[src/core/ccc_pkg.sv]
package ccc_pkg;

  // =====================================================================
  // External-function word layout.
  localparam int EF_WIDTH = 18;
  localparam int EF_OUT_GATE = 0;
  localparam int EF_PRINT = 1;
  localparam int EF_PUNCH = 2;
  localparam int EF_IN_GATE = 3;
  localparam int EF_KEYB = 4;
  localparam int EF_READ = 5;
  localparam int EF_START = 6;

  // =====================================================================
  // Data widths and character codes.
  localparam int DATA_WIDTH = 8;
  localparam int CHAR_WIDTH = 6;
  localparam logic [CHAR_WIDTH-1:0] CH_MASTER_SPACE = 6'h00;
  localparam logic [CHAR_WIDTH-1:0] CH_UPPER_CASE = 6'h01;
  localparam logic [CHAR_WIDTH-1:0] CH_LOWER_CASE = 6'h02;
  localparam logic [CHAR_WIDTH-1:0] CH_LINE_FEED = 6'h03;
  localparam logic [CHAR_WIDTH-1:0] CH_CARRIAGE_RET = 6'h04;
  localparam logic [CHAR_WIDTH-1:0] CH_SPACE = 6'h05;
  localparam logic [CHAR_WIDTH-1:0] CH_FIRST_LETTER = 6'h06;

  // =====================================================================
  // Reset values.
  localparam logic [DATA_WIDTH-1:0] DATA_RESET = 8'h00;

  // =====================================================================
  // Sequencer states.
  typedef enum logic [1:0] {ccc_in_idle, ccc_in_advance, ccc_in_wait_ack} ccc_in_state_t;
  typedef enum logic [1:0] {ccc_out_idle, ccc_out_wait_ack, ccc_out_busy} ccc_out_state_t;

endpackage

[src/core/ccc_console_channel_controller.sv]
module ccc_console_channel_controller
  import ccc_pkg::*;
#(
  parameter int DW = DATA_WIDTH
) (
  // Clock and reset
  input wire logic mclk,
  input wire logic rst,
  // Channel: external function
  input wire logic ef_strobe,
  input wire logic [EF_WIDTH-1:0] ef_word,
  // Channel: input data
  output logic [DW-1:0] in_data,
  output logic in_req,
  input wire logic in_ack,
  // Channel: output data
  input wire logic [DW-1:0] out_data,
  output logic out_req,
  input wire logic out_ack,
  // Panel switches, one-cycle pulses
  input wire logic pnl_print_set,
  input wire logic pnl_print_clr,
  input wire logic pnl_punch_set,
  input wire logic pnl_punch_clr,
  input wire logic pnl_keyb_set,
  input wire logic pnl_keyb_clr,
  input wire logic pnl_read_set,
  input wire logic pnl_read_clr,
  input wire logic pnl_start_set,
  input wire logic pnl_start_clr,
  input wire logic pnl_copy_set,
  input wire logic pnl_copy_clr,
  // Reader mechanism
  input wire logic rdr_sprocket,
  input wire logic [DW-1:0] rdr_holes,
  output logic rdr_clutch,
  // Keyboard
  input wire logic key_strobe,
  input wire logic [CHAR_WIDTH-1:0] key_code,
  // Perforator mechanism
  input wire logic pch_timing,
  output logic pch_drive,
  output logic [DW-1:0] pch_data,
  // Printer mechanism
  output logic prt_start,
  output logic [CHAR_WIDTH-1:0] prt_char,
  input wire logic prt_done,
  // Unit status
  output logic print_en,
  output logic punch_en,
  output logic keyb_en,
  output logic read_en,
  output logic reading
);

  // Key codes ride in the low bits of the data word, so the word must hold them.
  if (DW < CHAR_WIDTH) begin : gen_width_check
    $error("Data width too small for character code.");
  end

  // Cleared value of the input and output registers at any data width.
  localparam logic [DW-1:0] DATA_CLEAR = DW'(DATA_RESET);

  // ======================================================================
  // Input synchronisers for mechanism signals.
  logic [1:0] spr_s_r;
  logic [1:0] pct_s_r;
  logic [1:0] pdn_s_r;
  logic [1:0] key_s_r;
  logic key_d_r;
  logic [CHAR_WIDTH-1:0] key_m_r;
  logic [CHAR_WIDTH-1:0] key_c_r;
  logic [DW-1:0] hol_m_r;
  logic [DW-1:0] hol_c_r;
  logic pct_d_r;
  logic pdn_d_r;
  logic spr_d_r;

  // Key code and data holes pass the same two stages as their strobes, so the
  // captured value lines up with the detected edge.
  always_ff @(posedge mclk or posedge rst) begin
    if (rst) begin
      spr_s_r <= 2'h0;
      spr_d_r <= 1'b0;
      pct_s_r <= 2'h0;
      pdn_s_r <= 2'h0;
      key_s_r <= 2'h0;
      key_d_r <= 1'b0;
      pct_d_r <= 1'b0;
      pdn_d_r <= 1'b0;
      key_m_r <= '0;
      key_c_r <= '0;
      hol_m_r <= '0;
      hol_c_r <= '0;
    end else begin
      spr_s_r <= {spr_s_r[0], rdr_sprocket};
      pct_s_r <= {pct_s_r[0], pch_timing};
      pdn_s_r <= {pdn_s_r[0], prt_done};
      key_s_r <= {key_s_r[0], key_strobe};
      key_d_r <= key_s_r[1];
      spr_d_r <= spr_s_r[1];
      pct_d_r <= pct_s_r[1];
      pdn_d_r <= pdn_s_r[1];
      key_m_r <= key_code;
      key_c_r <= key_m_r;
      hol_m_r <= rdr_holes;
      hol_c_r <= hol_m_r;
    end
  end

  logic sprocket;
  logic spr_rise;
  logic key_rise;
  logic pch_rise;
  logic prt_rise;
  assign sprocket = spr_s_r[1];
  assign spr_rise = spr_s_r[1] & ~spr_d_r;
  assign key_rise = key_s_r[1] & ~key_d_r;
  assign pch_rise = pct_s_r[1] & ~pct_d_r;
  assign prt_rise = pdn_s_r[1] & ~pdn_d_r;

  // ======================================================================
  // Unit enables from function words and panel.
  // A panel clear beats a panel set pressed in the same cycle.
  function automatic logic unit_next(input logic cur, input logic gate, input logic bitv,
                                     input logic pset, input logic pclr);
    logic v;
    v = cur;
    if (gate) begin
      v = bitv;
    end
    if (pset) begin
      v = 1'b1;
    end
    if (pclr) begin
      v = 1'b0;
    end
    return v;
  endfunction

  logic out_gate;
  logic in_gate;
  logic copy_en_r;
  assign out_gate = ef_strobe & ef_word[EF_OUT_GATE];
  assign in_gate = ef_strobe & ef_word[EF_IN_GATE];

  always_ff @(posedge mclk or posedge rst) begin
    if (rst) begin
      print_en <= 1'b0;
      punch_en <= 1'b0;
      keyb_en <= 1'b0;
      read_en <= 1'b0;
      reading <= 1'b0;
      copy_en_r <= 1'b0;
    end else begin
      print_en <= unit_next(print_en, out_gate, ef_word[EF_PRINT], pnl_print_set, pnl_print_clr);
      punch_en <= unit_next(punch_en, out_gate, ef_word[EF_PUNCH], pnl_punch_set, pnl_punch_clr);
      keyb_en <= unit_next(keyb_en, in_gate, ef_word[EF_KEYB], pnl_keyb_set, pnl_keyb_clr);
      read_en <= unit_next(read_en, in_gate, ef_word[EF_READ], pnl_read_set, pnl_read_clr);
      reading <= unit_next(reading, in_gate, ef_word[EF_READ] & ef_word[EF_START],
                           pnl_start_set, pnl_start_clr | pnl_read_clr);
      copy_en_r <= unit_next(copy_en_r, 1'b0, 1'b0, pnl_copy_set, pnl_copy_clr);
    end
  end

  // ======================================================================
  // Input sequencer: reader frames and keyboard characters.
  ccc_in_state_t in_st_r;
  logic rd_active;
  assign rd_active = reading & read_en;

  always_ff @(posedge mclk or posedge rst) begin
    if (rst) begin
      in_st_r <= ccc_in_idle;
      in_req <= 1'b0;
      in_data <= DATA_CLEAR;
      rdr_clutch <= 1'b0;
    end else begin
      case (in_st_r)
        ccc_in_idle: begin
          if (rd_active) begin
            if (sprocket) begin
              in_data <= hol_c_r;
              in_req <= 1'b1;
              in_st_r <= ccc_in_wait_ack;
            end else begin
              rdr_clutch <= 1'b1;
              in_st_r <= ccc_in_advance;
            end
          end else if (keyb_en && key_rise) begin
            in_data <= DW'(key_c_r);
            in_req <= 1'b1;
            in_st_r <= ccc_in_wait_ack;
          end
        end
        ccc_in_advance: begin
          if (!rd_active) begin
            rdr_clutch <= 1'b0;
            in_st_r <= ccc_in_idle;
          end else if (spr_rise) begin
            // Only a fresh hole ends an advance: the level alone would read the
            // frame just acknowledged a second time while it is still over the sensor.
            rdr_clutch <= 1'b0;
            in_data <= hol_c_r;
            in_req <= 1'b1;
            in_st_r <= ccc_in_wait_ack;
          end
        end
        ccc_in_wait_ack: begin
          // The request holds even if the unit is disabled meanwhile.
          if (in_ack) begin
            in_req <= 1'b0;
            in_data <= DATA_CLEAR;
            if (rd_active) begin
              rdr_clutch <= 1'b1;
              in_st_r <= ccc_in_advance;
            end else begin
              in_st_r <= ccc_in_idle;
            end
          end
        end
        default: begin
          in_st_r <= ccc_in_idle;
        end
      endcase
    end
  end

  // ======================================================================
  // Output sequencer: perforator and printer share the output register.
  ccc_out_state_t out_st_r;
  logic [DW-1:0] out_reg_r;
  logic pch_pend_r;
  logic prt_pend_r;
  logic echo_r;
  logic echo_busy_r;

  // A keyboard echo is printed only while the output side is idle, so it never
  // overwrites a computer character; one echo may be pending at a time.
  always_ff @(posedge mclk or posedge rst) begin
    if (rst) begin
      echo_r <= 1'b0;
    end else if (keyb_en && key_rise && in_st_r == ccc_in_idle && !rd_active && print_en && copy_en_r) begin
      echo_r <= 1'b1;
    end else if (out_st_r == ccc_out_idle) begin
      echo_r <= 1'b0;
    end
  end

  assign pch_data = out_reg_r;
  assign prt_char = out_reg_r[CHAR_WIDTH-1:0];

  always_ff @(posedge mclk or posedge rst) begin
    if (rst) begin
      out_st_r <= ccc_out_idle;
      out_req <= 1'b0;
      out_reg_r <= DATA_CLEAR;
      pch_drive <= 1'b0;
      prt_start <= 1'b0;
      pch_pend_r <= 1'b0;
      prt_pend_r <= 1'b0;
      echo_busy_r <= 1'b0;
    end else begin
      prt_start <= 1'b0;
      case (out_st_r)
        ccc_out_idle: begin
          if (echo_r && print_en) begin
            out_reg_r <= DW'(key_c_r);
            prt_start <= 1'b1;
            prt_pend_r <= 1'b1;
            pch_pend_r <= 1'b0;
            echo_busy_r <= 1'b1;
            out_st_r <= ccc_out_busy;
          end else if (print_en || punch_en) begin
            out_req <= 1'b1;
            out_st_r <= ccc_out_wait_ack;
          end
        end
        ccc_out_wait_ack: begin
          // A unit disabled while its request stood still has its character
          // latched, but no mechanism is started for it.
          if (out_ack) begin
            out_reg_r <= out_data;
            out_req <= 1'b0;
            pch_pend_r <= punch_en;
            prt_pend_r <= print_en;
            prt_start <= print_en;
            echo_busy_r <= 1'b0;
            out_st_r <= ccc_out_busy;
          end
        end
        ccc_out_busy: begin
          if (pch_pend_r && pch_rise) begin
            pch_drive <= 1'b1;
          end
          if (pch_drive) begin
            pch_drive <= 1'b0;
            pch_pend_r <= 1'b0;
          end
          if (prt_pend_r && prt_rise) begin
            prt_pend_r <= 1'b0;
          end
          if (!pch_pend_r && !prt_pend_r) begin
            out_reg_r <= DATA_CLEAR;
            if ((print_en || punch_en) && !echo_r) begin
              out_req <= 1'b1;
              out_st_r <= ccc_out_wait_ack;
            end else begin
              out_st_r <= ccc_out_idle;
            end
          end
        end
        default: begin
          out_st_r <= ccc_out_idle;
        end
      endcase
    end
  end

endmodule

[config.mk]
export PLATFORM = sky130hd
export DESIGN_NAME = ccc_console_channel_controller
export DESIGN_NICKNAME = d
export VERILOG_FILES = /design/src/core/ccc_pkg.sv /design/src/core/ccc_console_channel_controller.sv
export SDC_FILE = /design/constraint.sdc
export NUM_CORES = 1
export LEC_CHECK = 0
export BUFFER_PORTS_ARGS = -buffer_cell sky130_fd_sc_hd__buf_2
export CORE_MARGIN = 4
export CORE_UTILIZATION = 30
export DETAILED_ROUTE_END_ITERATION = 12
export GPL_ROUTABILITY_DRIVEN = 0
export GPL_TIMING_DRIVEN = 0
export SYNTH_ARGS = -nofsm -noshare
export SYNTH_HDL_FRONTEND = slang
export SYNTH_SLANG_ARGS = --single-unit
[constraint.sdc]
create_clock -name mclk -period 2.7 [get_ports mclk]
set_input_delay 0.135 -clock mclk [delete_from_list [all_inputs] [get_ports mclk]]
set_output_delay 0.135 -clock mclk [all_outputs]
set_load 0.05 [all_outputs]
==> qor.txt, run 1 <==
DR iter-0 viols -> 100
Leakage -> 1.99 nW
Worst-path fanout max -> 8
Tmin final -> 2.05 ns
Antenna Nets Post-Route -> 0
First-pass GRT wire length -> 10.2 mm
Die Width -> 108 um
Main synth FF type -> dfrtp_1
Maximum vdd ir drop -> 0.000548 V
Most frequent cells after synthesis -> 74 x dfrtp_1, 17 x nor2_1, 16 x a21oi_1
Outcome -> finished with violations
Register area share after synthesis -> 61.4%
Critical path arrival -> 2.29 ns
1st-pass router iterations -> 5
Die ar. -> 0.0117 mm^2
CORE AREA -> 0.00977 mm^2
Ys async rst share -> 100%
Clock Path Buffers -> 2
Non-filler cells, final -> 499
Largest cells by area after synthesis -> dfrtp_1 61%, ha_1 3.7%, mux2i_1 3.0%
Syn Inst Count -> 244
Largest net degree at the start of global routing -> 75
Syn-to-layout area delta -> 34.1%
# Post-CTS Setup Buffers -> 0
Total power draw -> 4.23 mW
Count leader, synth -> dfrtp_1
Clk slew on worst S/H paths -> 0.08 ns
Mean Syn Cell Area -> 12.4 um^2
Avg Vias per Cell -> 4.39
# rows -> 36
M1 GR Usage -> 13.7%
CTS tree -> built
Critical Path Start Type -> flip-flop
Layout Nets -> 431
# resized after CTS -> 0
DRC -> 0
Most Crowded Layer GR -> met2
Ratio of cells with drive above 1 in the final layout -> 31.4%
Syn Std Cell Area -> 0.00301 mm^2
CTS Sinks -> 74
Yosys warning count -> 0
Final Hold Viols -> 60
CTS root buf -> clkbuf_8
Setup Skew -> 0.00490 ns
Unrepaired setup endpoints after global routing -> no
Initial core utilization -> 30.8%
Gr ovfl total -> 0
Slew HR -> 41.3%
Crit path required time -> 2.94 ns
Hold WC Path Type -> input pin to async pin
#FFs+latches synth -> 74
Met3 Track Usage GR -> 4.54%
Hpwl dp -> 4.43 mm
Tightest Pin Transition -> 0.880 ns
Yosys top cell by area -> dfrtp_1
Vias after detailed routing -> 2,191
Die H -> 108 um
Hold_ws -> -0.0198 ns
Number of global-route vias before repair -> 2,147
Unique masters post-synth -> 38
Final setup vio count -> 0
Top-area cell type share of the netlist area -> 61.4%
Syn_nets -> 314
# diodes -> 0
WS Path Type -> flip-flop to flip-flop
Cell Pwr Density -> 1050 mW/mm^2
WL/cell -> 12.5 um
Total CTS buffers -> 9
Number of synthesized flops with an enable pin -> 0
Final Cycle Share -> 75.9%
M2 GR Usage -> 18.5%
Failing checks -> hold timing
Ports -> 93
Total GRT Usage -> 11.3%
Worst skew pair latency -> 0.35 ns
Htree depth -> 3
Crit end category -> flip-flop
Placed instance count -> 458
IO buf count -> 81
Max cap viols -> 0
Initial antenna violation count -> 0
Final Slew Violations -> 0
DRT Wirelength -> 6.25 mm
Fmax -> 0.488 GHz
==> per-layer routing <==
metal  wire length (um)  part of all wire [%]
met5                  0                     0
met4                 61                  0.98
met3                497                   8.0
met2               2950                    47
met1               2740                    44
==> critical path, cell delays in order, from the launching register on <==
cell	delay, ns
dfrtp_1	0.39
inv_1	0.07
ha_1	0.30
a31o_1	0.24
a221oi_4	0.42
nand2_4	0.18
mux2_4	0.33
==> cell type report <==
type	count	area [um^2]
plain buffers	10	62.6
fillers	943	5730
well taps	133	166
flip-flops and latches	74	1850
multi-input cells	145	1040
clock inverters	6	75.1
repair buffers	106	656
clock buffers	10	128
inverters	15	58.8
==> per-stage QoR <==
step	setup TNS, ns	utilization (%)	setup slack [ns]	hold slack [ns]	cell area, um^2
finish	0	41.3	0.652	-0.0198	4040
floorplan	0	-	0.683	0.166	3010
CTS	0	41.3	0.632	0.00262	4040
global placement	-11.57	36.7	-0.161	0.243	3590
detailed placement	0	36.7	0.649	0.244	3590
global route	0	41.3	0.484	0.0230	4040
==> registers in the layout, summed over array words and instances, names as in the netlist, 2 cells and up <==
register	flops
pch_data	8
key_c_r	6
key_s_r	2
pct_s_r	2
out_st_r	2
pdn_s_r	2
key_m_r	6
spr_s_r	2
hol_m_r	8
in_data	8
in_st_r	2
hol_c_r	8
==> report_power, final <==
group,switching [mW],internal [mW]
Sequential,0.134,1.31
Combinational,1.26,0.656
Clock,0.433,0.440
Total,1.83,2.41
==> final timing paths <==
path | startpoint | endpoint | slack, ns | cells after the start
max in group asynchronous | rst | pch_data[0] | 2.16 | 2
min in group mclk | pnl_punch_set | punch_en | 0.01 | 3
min reg2reg | key_m_r[0] | key_c_r[0] | 0.35 | 0
min | rst | key_s_r[0] | -0.02 | 2
max reg2reg | in_st_r[0] | in_data[5] | 0.65 | 6
max | in_st_r[0] | in_data[5] | 0.65 | 6
==> repair_timing <==
| item | 4_1_cts | 5_1_grt |
|---|---|---|
| hold buffers | 25 | 0 |
| endpoints found under the setup margin | 0 | 0 |
| endpoints found under the hold margin | 24 | 0 |
==> placed cells by master (no fill, tap or decap), types with 3 or more instances in the layout <==
cell type,n
nand2_1,14
dlygate4sd3_1,25
mux2_4,6
nor2b_1,9
nor2_1,17
o2bb2ai_1,3
nor3_1,3
o21ai_1,4
clkbuf_8,9
ha_1,9
a21oi_1,16
o21ai_0,8
nand4_1,3
inv_1,14
mux2_1,3
mux2i_1,9
dfrtp_1,74
and3_1,4
a211oi_1,5
clkbuf_1,3
nand3_1,9
buf_2,83
buf_4,6
==> cells by family (layout without fill, tap and decap cells) <==
kind of cell,after synthesis,in the layout,share of synthesized area (%)
mux,18,18,7.10
flops,74,74,61.4
compound gates,50,50,11.9
fa+ha+maj,9,9,3.74
buf+inv,25,147,3.94
simple gates,68,68,11.9
(Power assumes the default switching activity.)
==> inputs of run 2 (changes only) <==
Clock period 2.7 ns to 2 ns, I/O delays scaled along.
==> run 2 against run 1 <==
Compared with the run above: the run now ends clean; core utilization is 1.1 points higher; clock-buffer cell count stayed put; sequential share of layout area is 1.2 points lower; critical path depth stayed put; power is 37% higher; register-to-register slack worse by 0.56 ns; design area is 2.8% higher; sequential power is 35% higher; clock skew hardly changed; die area stayed put; critical endpoint unchanged; highest routed layer unchanged.
==> qor.txt, run 2 (synthesis gave the netlist of run 1 again) <==
Maximum vdd ir drop -> 0.000757 V (+38%)
Most common cell after layout, fill and taps aside -> buf_2
DR iter-0 viols -> 94 (-6.0%)
Final Cycle Share -> 95.5% (+20 points)
# diodes -> 0 (unchanged)
Non-filler cells, final -> 510 (+2.2%)
Total power draw -> 5.78 mW (+37%)
Cell Pwr Density -> 1390 mW/mm^2 (+33%)
CP max stage cell -> dfrtp_1
Ports -> 93 (unchanged)
Fmax -> 0.524 GHz (+7.3%)
Crit end category -> flip-flop
Clock Path Buffers -> 2 (unchanged)
IO buf count -> 81 (unchanged)
Comb power frac -> 45.8% (+0.6 points)
Crit path required time -> 2.24 ns (-0.70 ns)
Initial antenna violation count -> 0 (unchanged)
Outcome -> complete, no violations
Seq pwr share -> 33.8% (-0.3 points)
Hold WC Path Type -> input pin to flip-flop
Vias after detailed routing -> 2,244 (+2.4%)
Leakage -> 2.04 nW (+2.4%)
Gr ovfl total -> 0 (unchanged)
CORE AREA -> 0.00977 mm^2 (unchanged)
Total CTS buffers -> 9 (unchanged)
Die ar. -> 0.0117 mm^2 (unchanged)
Tmin final -> 1.91 ns (-0.139 ns)
# rows -> 36 (unchanged)
CTS root buf -> clkbuf_8
Clk slew on worst S/H paths -> 0.08 ns (about the same)
Net Sw Frac -> 42.9% (-0.21 points)
Syn-to-layout area delta -> 37.8%
Slew HR -> 41.2% (-0.073 points)
Die Width -> 108 um (unchanged)
Cell Area, Placed -> 0.00359 mm^2 (unchanged)
Total GRT Usage -> 11.6% (+0.28 points)
Final setup vio count -> 0 (unchanged)
Critical path, cell by cell -> inv_1 > ha_2 > a31o_1 > a221oi_4 > nand2_4 > mux2_4
CTS tree -> built
Max cap viols -> 0 (unchanged)
DRC -> 0 (unchanged)
Psw -> 2.48 mW (+36%)
WL/cell -> 12.6 um (+0.43%)
WS Path Type -> flip-flop to flip-flop
Most frequent cells in the layout -> 83 x buf_2, 73 x dfrtp_1, 34 x dlygate4sd3_1
Post-Route Setup TNS -> 0 ns (unchanged)
Final instance area -> 0.00415 mm^2 (+2.8%)
Post-Place Worst Slack -> -0.0512 ns (-0.700 ns)
Antenna Nets Post-Route -> 0 (unchanged)
Fillcell total -> 942 (-0.11%)
Ratio of cells with drive above 1 in the final layout -> 31.8% (+0.41 points)
Initial core utilization -> 30.8% (unchanged)
Die H -> 108 um (unchanged)
Setup Skew -> 0.00494 ns (+0.0000404 ns)
Critical Path Start Type -> flip-flop
Setup ws final -> 0.0909 ns (-0.561 ns)
Hpwl dp -> 4.43 mm (unchanged)
Worst skew pair latency -> 0.35 ns (about the same)
Worst-path fanout max -> 8 (unchanged)
Placed instance count -> 458 (unchanged)
DRT Wirelength -> 6.41 mm (+2.6%)
Htree depth -> 3 (unchanged)
Critical path arrival -> 2.15 ns (-0.14 ns)
1st-pass router iterations -> 4 (-1)
Layout Utilization -> 42.5% (+1.1 points)
Avg Vias per Cell -> 4.40 (+0.21%)
Layout Nets -> 442 (+2.6%)
First-pass GRT wire length -> 10.5 mm (+3.0%)
Tightest Pin Transition -> 0.881 ns (+0.00110 ns)
Internal power -> 3.30 mW (+37%)
Number of global-route vias before repair -> 2,224 (+3.6%)
Final Slew Violations -> 0 (unchanged)
CTS Sinks -> 74 (unchanged)
Unrepaired setup endpoints after global routing -> no
Final Hold Viols -> 0 (-100%)
Clk pwr share -> 20.4% (-0.2 points)
Worst path max stage delay -> 0.39 ns (-0.03 ns)
Hold_ws -> 0.0444 ns (+0.0642 ns)
Largest net degree at the start of global routing -> 75 (unchanged)
## run 2: cell count changes in the layout (fill, tap and decap cells not counted)
cell | previous run | this run
dfrtp_2 | 0 | 1
buf_4 | 6 | 8
ha_2 | 0 | 2
ha_1 | 9 | 7
dlygate4sd3_1 | 25 | 34
dfrtp_1 | 74 | 73
## run 2: final timing paths
check                       startpoint          end  slack [ns]  cells past startpoint
setup / recovery            in_st_r[0]   in_data[5]        0.09                      6
hold / removal             out_data[5]  pch_data[5]        0.04                      3
setup reg to reg            in_st_r[0]   in_data[5]        0.09                      6
hold reg to reg             key_m_r[0]   key_c_r[0]        0.35                      0
max in group asynchronous          rst  out_st_r[0]        0.90                      3
min in group asynchronous          rst   key_s_r[0]        0.50                      3
## run 2: per-layer routing
layer / part of all wire (%) / track usage (%) / wire length, um / vias up
met3: 7.3 / 4.48 / 471 / 5
met5: 0 / 0 / 0 / -
met2: 48 / 19.1 / 3070 / 69
li1: - / - / - / 1092
met1: 44 / 14.0 / 2820 / 1078
met4: 0.80 / 3.43 / 51 / 0
## run 2: critical path, delay by kind of cell, from the launching register on
family / cells / cell delay, ns
flip-flops: 1 / 0.39
AO/OA/AOI/OAI: 2 / 0.59
AND/OR/NAND/NOR: 1 / 0.17
buffers and inverters: 1 / 0.08
multiplexers: 1 / 0.33
adder cells (fa/ha/maj): 1 / 0.24
## run 2: what timing repair did
item / 4_1_cts / 5_1_grt
hold buffers: 34 / 0
endpoints found under the hold margin: 101 / 0
endpoints found under the setup margin: 7 / 7
pin swaps: 2 / 1
setup buffers: 2 / 0
resized for setup: 0 / 3
## run 2: cell type report
cell class                      count  area (um^2)  share of cell area [%]
Buffer                             10         62.6                    1.51
Clock buffer                       10          128                    3.07
Clock inverter                      6         75.1                    1.81
Inverter                           15         58.8                    1.42
Multi-Input combinational cell    145         1050                    25.2
Sequential cell                    74         1850                    44.6
Tap cell                          133          166                    4.01
Timing Repair Buffer              117          761                    18.3
## run 2: power by group through the flow
stage	Combinational [mW]	Clock, mW	Sequential, mW
after floorplan	1.44	0	2.54
after global placement	2.53	0	1.98
after detailed placement	2.57	0	1.99
after CTS	2.66	1.23	1.96
after global routing	2.88	1.29	2.00
final	2.65	1.18	1.95
==> inputs of run 3 (changes only) <==
Settings changed: CTS_BUF_LIST from default to sky130_fd_sc_hd__clkbuf_4 sky130_fd_sc_hd__clkbuf_8 sky130_fd_sc_hd__clkbuf_16.
==> run 3 against run 2 <==
Compared with the run above: final cell count did not move; hold slack gained 0.0018 ns; worst setup slack better by 0.00073 ns; core utilization hardly changed; combinational power about the same; routed wire length is 0.36% lower; non-clock buffer count stayed put; fmax about the same; clock skew hardly changed; largest cell class unchanged; largest power group unchanged.
==> qor.txt, run 3 (synthesis gave the netlist of run 1 again) <==
Final instance area -> 0.00416 mm^2 (about the same)
Largest net degree at the start of global routing -> 75 (unchanged)
Cell Pwr Density -> 1390 mW/mm^2 (about the same)
Reg-to-Reg End -> in_data[0]
Critical path arrival -> 2.15 ns (about the same)
Fillcell total -> 940 (-0.21%)
Clk pwr share -> 20.6% (+0.2 points)
Worst skew pair latency -> 0.35 ns (about the same)
Final Cycle Share -> 95.4% (about the same)
Initial core utilization -> 30.8% (unchanged)
Most Crowded Layer GR -> met2
Cell Area, Placed -> 0.00359 mm^2 (unchanged)
Most common cell after layout, fill and taps aside -> buf_2
Internal reg-to-reg setup slack -> 0.09 ns (about the same)
Hold WC Path Type -> input pin to flip-flop
Outcome -> complete, no violations
Ports -> 93 (unchanged)
Total power draw -> 5.79 mW (+0.12%)
Fmax -> 0.524 GHz (about the same)
DRC -> 0 (unchanged)
M1 GR Usage -> 14.0% (unchanged)
Clock Path Buffers -> 2 (unchanged)
Layout Nets -> 442 (unchanged)
Total GRT Usage -> 11.6% (unchanged)
Syn-to-layout area delta -> 37.9% (about the same)
1st-pass router iterations -> 4 (unchanged)
Vias after detailed routing -> 2,235 (-0.40%)
Cell family with most CP delay -> compound AO/OA/AOI/OAI gates
Final setup vio count -> 0 (unchanged)
Initial antenna violation count -> 0 (unchanged)
Final Slew Violations -> 0 (unchanged)
Crit path required time -> 2.24 ns (about the same)
Total CTS buffers -> 9 (unchanged)
DRT Wirelength -> 6.39 mm (-0.36%)
Die ar. -> 0.0117 mm^2 (unchanged)
R2r startpoint -> in_st_r[0]
CTS Sinks -> 74 (unchanged)
First-pass GRT wire length -> 10.5 mm (unchanged)
# rows -> 36 (unchanged)
Critical Path Start Type -> flip-flop
Avg Vias per Cell -> 4.38 (-0.40%)
Die H -> 108 um (unchanged)
Multi-input logic area -> 0.00105 mm^2 (unchanged)
Met3 Track Usage GR -> 4.48% (unchanged)
WL/cell -> 12.5 um (-0.36%)
Most frequent cells in the layout -> 83 x buf_2, 73 x dfrtp_1, 34 x dlygate4sd3_1
Leakage -> 2.04 nW (+0.17%)
Antenna Nets Post-Route -> 0 (unchanged)
Placed instance count -> 458 (unchanged)
Critical path, cell by cell -> inv_1 > ha_2 > a31o_1 > a221oi_4 > nand2_4 > mux2_4
Post-Route Setup TNS -> 0 ns (unchanged)
Worst path max stage delay -> 0.39 ns (about the same)
CP max stage cell -> dfrtp_1
M2 GR Usage -> 19.1% (unchanged)
Gr ovfl total -> 0 (unchanged)
Maximum vdd ir drop -> 0.000757 V (about the same)
Max cap viols -> 0 (unchanged)
Sink of the worst hold path -> pch_data[5]
# diodes -> 0 (unchanged)
Worst-path fanout max -> 8 (unchanged)
CTS root buf -> clkbuf_8
CTS tree -> built
Slew HR -> 41.5% (+0.30 points)
Net Sw Frac -> 42.8% (-0.16 points)
Seq pwr share -> 33.7% (about the same)
Final Hold Viols -> 0 (unchanged)
Worst R2R Path Depth -> 6 (unchanged)
Non-filler cells, final -> 510 (unchanged)
DR iter-0 viols -> 92 (-2.1%)
Setup Skew -> 0.00499 ns (+0.0000452 ns)
Worst Hold Path Cells -> 3 (unchanged)
CORE AREA -> 0.00977 mm^2 (unchanged)
Comb power frac -> 45.7% (about the same)
Die Width -> 108 um (unchanged)
Htree depth -> 3 (unchanged)
Psw -> 2.47 mW (-0.27%)
HP Start -> out_data[5]
Unrepaired setup endpoints after global routing -> no
Storage element area -> 0.00185 mm^2 (unchanged)
Buf/Inv on CP -> 1 (unchanged)
Clk slew on worst S/H paths -> 0.08 ns (about the same)
Internal power -> 3.31 mW (+0.41%)
Tmin final -> 1.91 ns (-0.000729 ns)
Number of global-route vias before repair -> 2,224 (unchanged)
Crit end category -> flip-flop
WS Path Type -> flip-flop to flip-flop
Hpwl dp -> 4.43 mm (unchanged)
Tightest Pin Transition -> 0.877 ns (-0.00448 ns)
IO buf count -> 81 (unchanged)
Ratio of cells with drive above 1 in the final layout -> 32.1% (+0.27 points)
[run 3: cell counts in the layout (fill, tap and decap cells not counted)]
No cell type changed its count.
[run 3: metrics by stage]
step                      setup WS [ns]  utilization, %  hold WS, ns
after floorplan                  0.0184               -        0.131
after global placement           -0.826            36.7        0.208
after detailed placement        -0.0512            36.7        0.209
after CTS                        0.0231            42.5       0.0304
after global routing           0.000497            42.5       0.0413
final                            0.0916            42.5       0.0462
[run 3: worst max path at each step]
stage	start	to	slack, ns	cells after the start
3_5_place_dp	in_st_r[0]	in_data[0]	-0.05	6
6_report	in_st_r[0]	in_data[0]	0.09	6
5_1_grt	out_st_r[1]	out_st_r[0]	0.0005	5
4_1_cts	in_st_r[0]	in_data[5]	0.02	6
3_3_place_gp	rst	key_m_r[5]	-0.83	2
2_1_floorplan	rst	copy_en_r	0.02	1
[run 3: power by group through the flow]
| stage | registers, mW | clock network (mW) | logic (mW) |
|---|---|---|---|
| 3_3_place_gp | 1.98 | 0 | 2.53 |
| 3_5_place_dp | 1.99 | 0 | 2.57 |
| 2_1_floorplan | 2.54 | 0 | 1.44 |
| 5_1_grt | 2.00 | 1.30 | 2.88 |
| 6_report | 1.95 | 1.19 | 2.64 |
| 4_1_cts | 1.96 | 1.24 | 2.66 |
[run 3: per-layer routing]
metal / up-vias / wire length, um
li1: 1092 / -
met1: 1066 / 2800
met2: 69 / 3070
met3: 8 / 450
met4: 0 / 70
met5: - / 0
[run 3: layout make-up]
| type | instances | area share [%] |
|---|---|---|
| clock inverter | 6 | 1.81 |
| clock buffer | 10 | 3.16 |
| buffer | 10 | 1.51 |
| timing repair buffer | 117 | 18.3 |
| inverter | 15 | 1.41 |
| multi-input combinational | 145 | 25.2 |
| sequential | 74 | 44.6 |
| tap | 133 | 4.00 |
[run 3: tightest hold or removal path, cell delays in order]
cell and delay (ns):
buf_2 0.08, a21oi_1 0.05, a21oi_1 0.12
[run 3: what timing repair did]
item | 4_1_cts | 5_1_grt
hold endpoints to repair | 101 | 0
gates resized for setup | 0 | 3
setup buffers | 2 | 0
pin swaps | 2 | 1
hold buffers | 34 | 0
setup endpoints to repair | 7 | 7
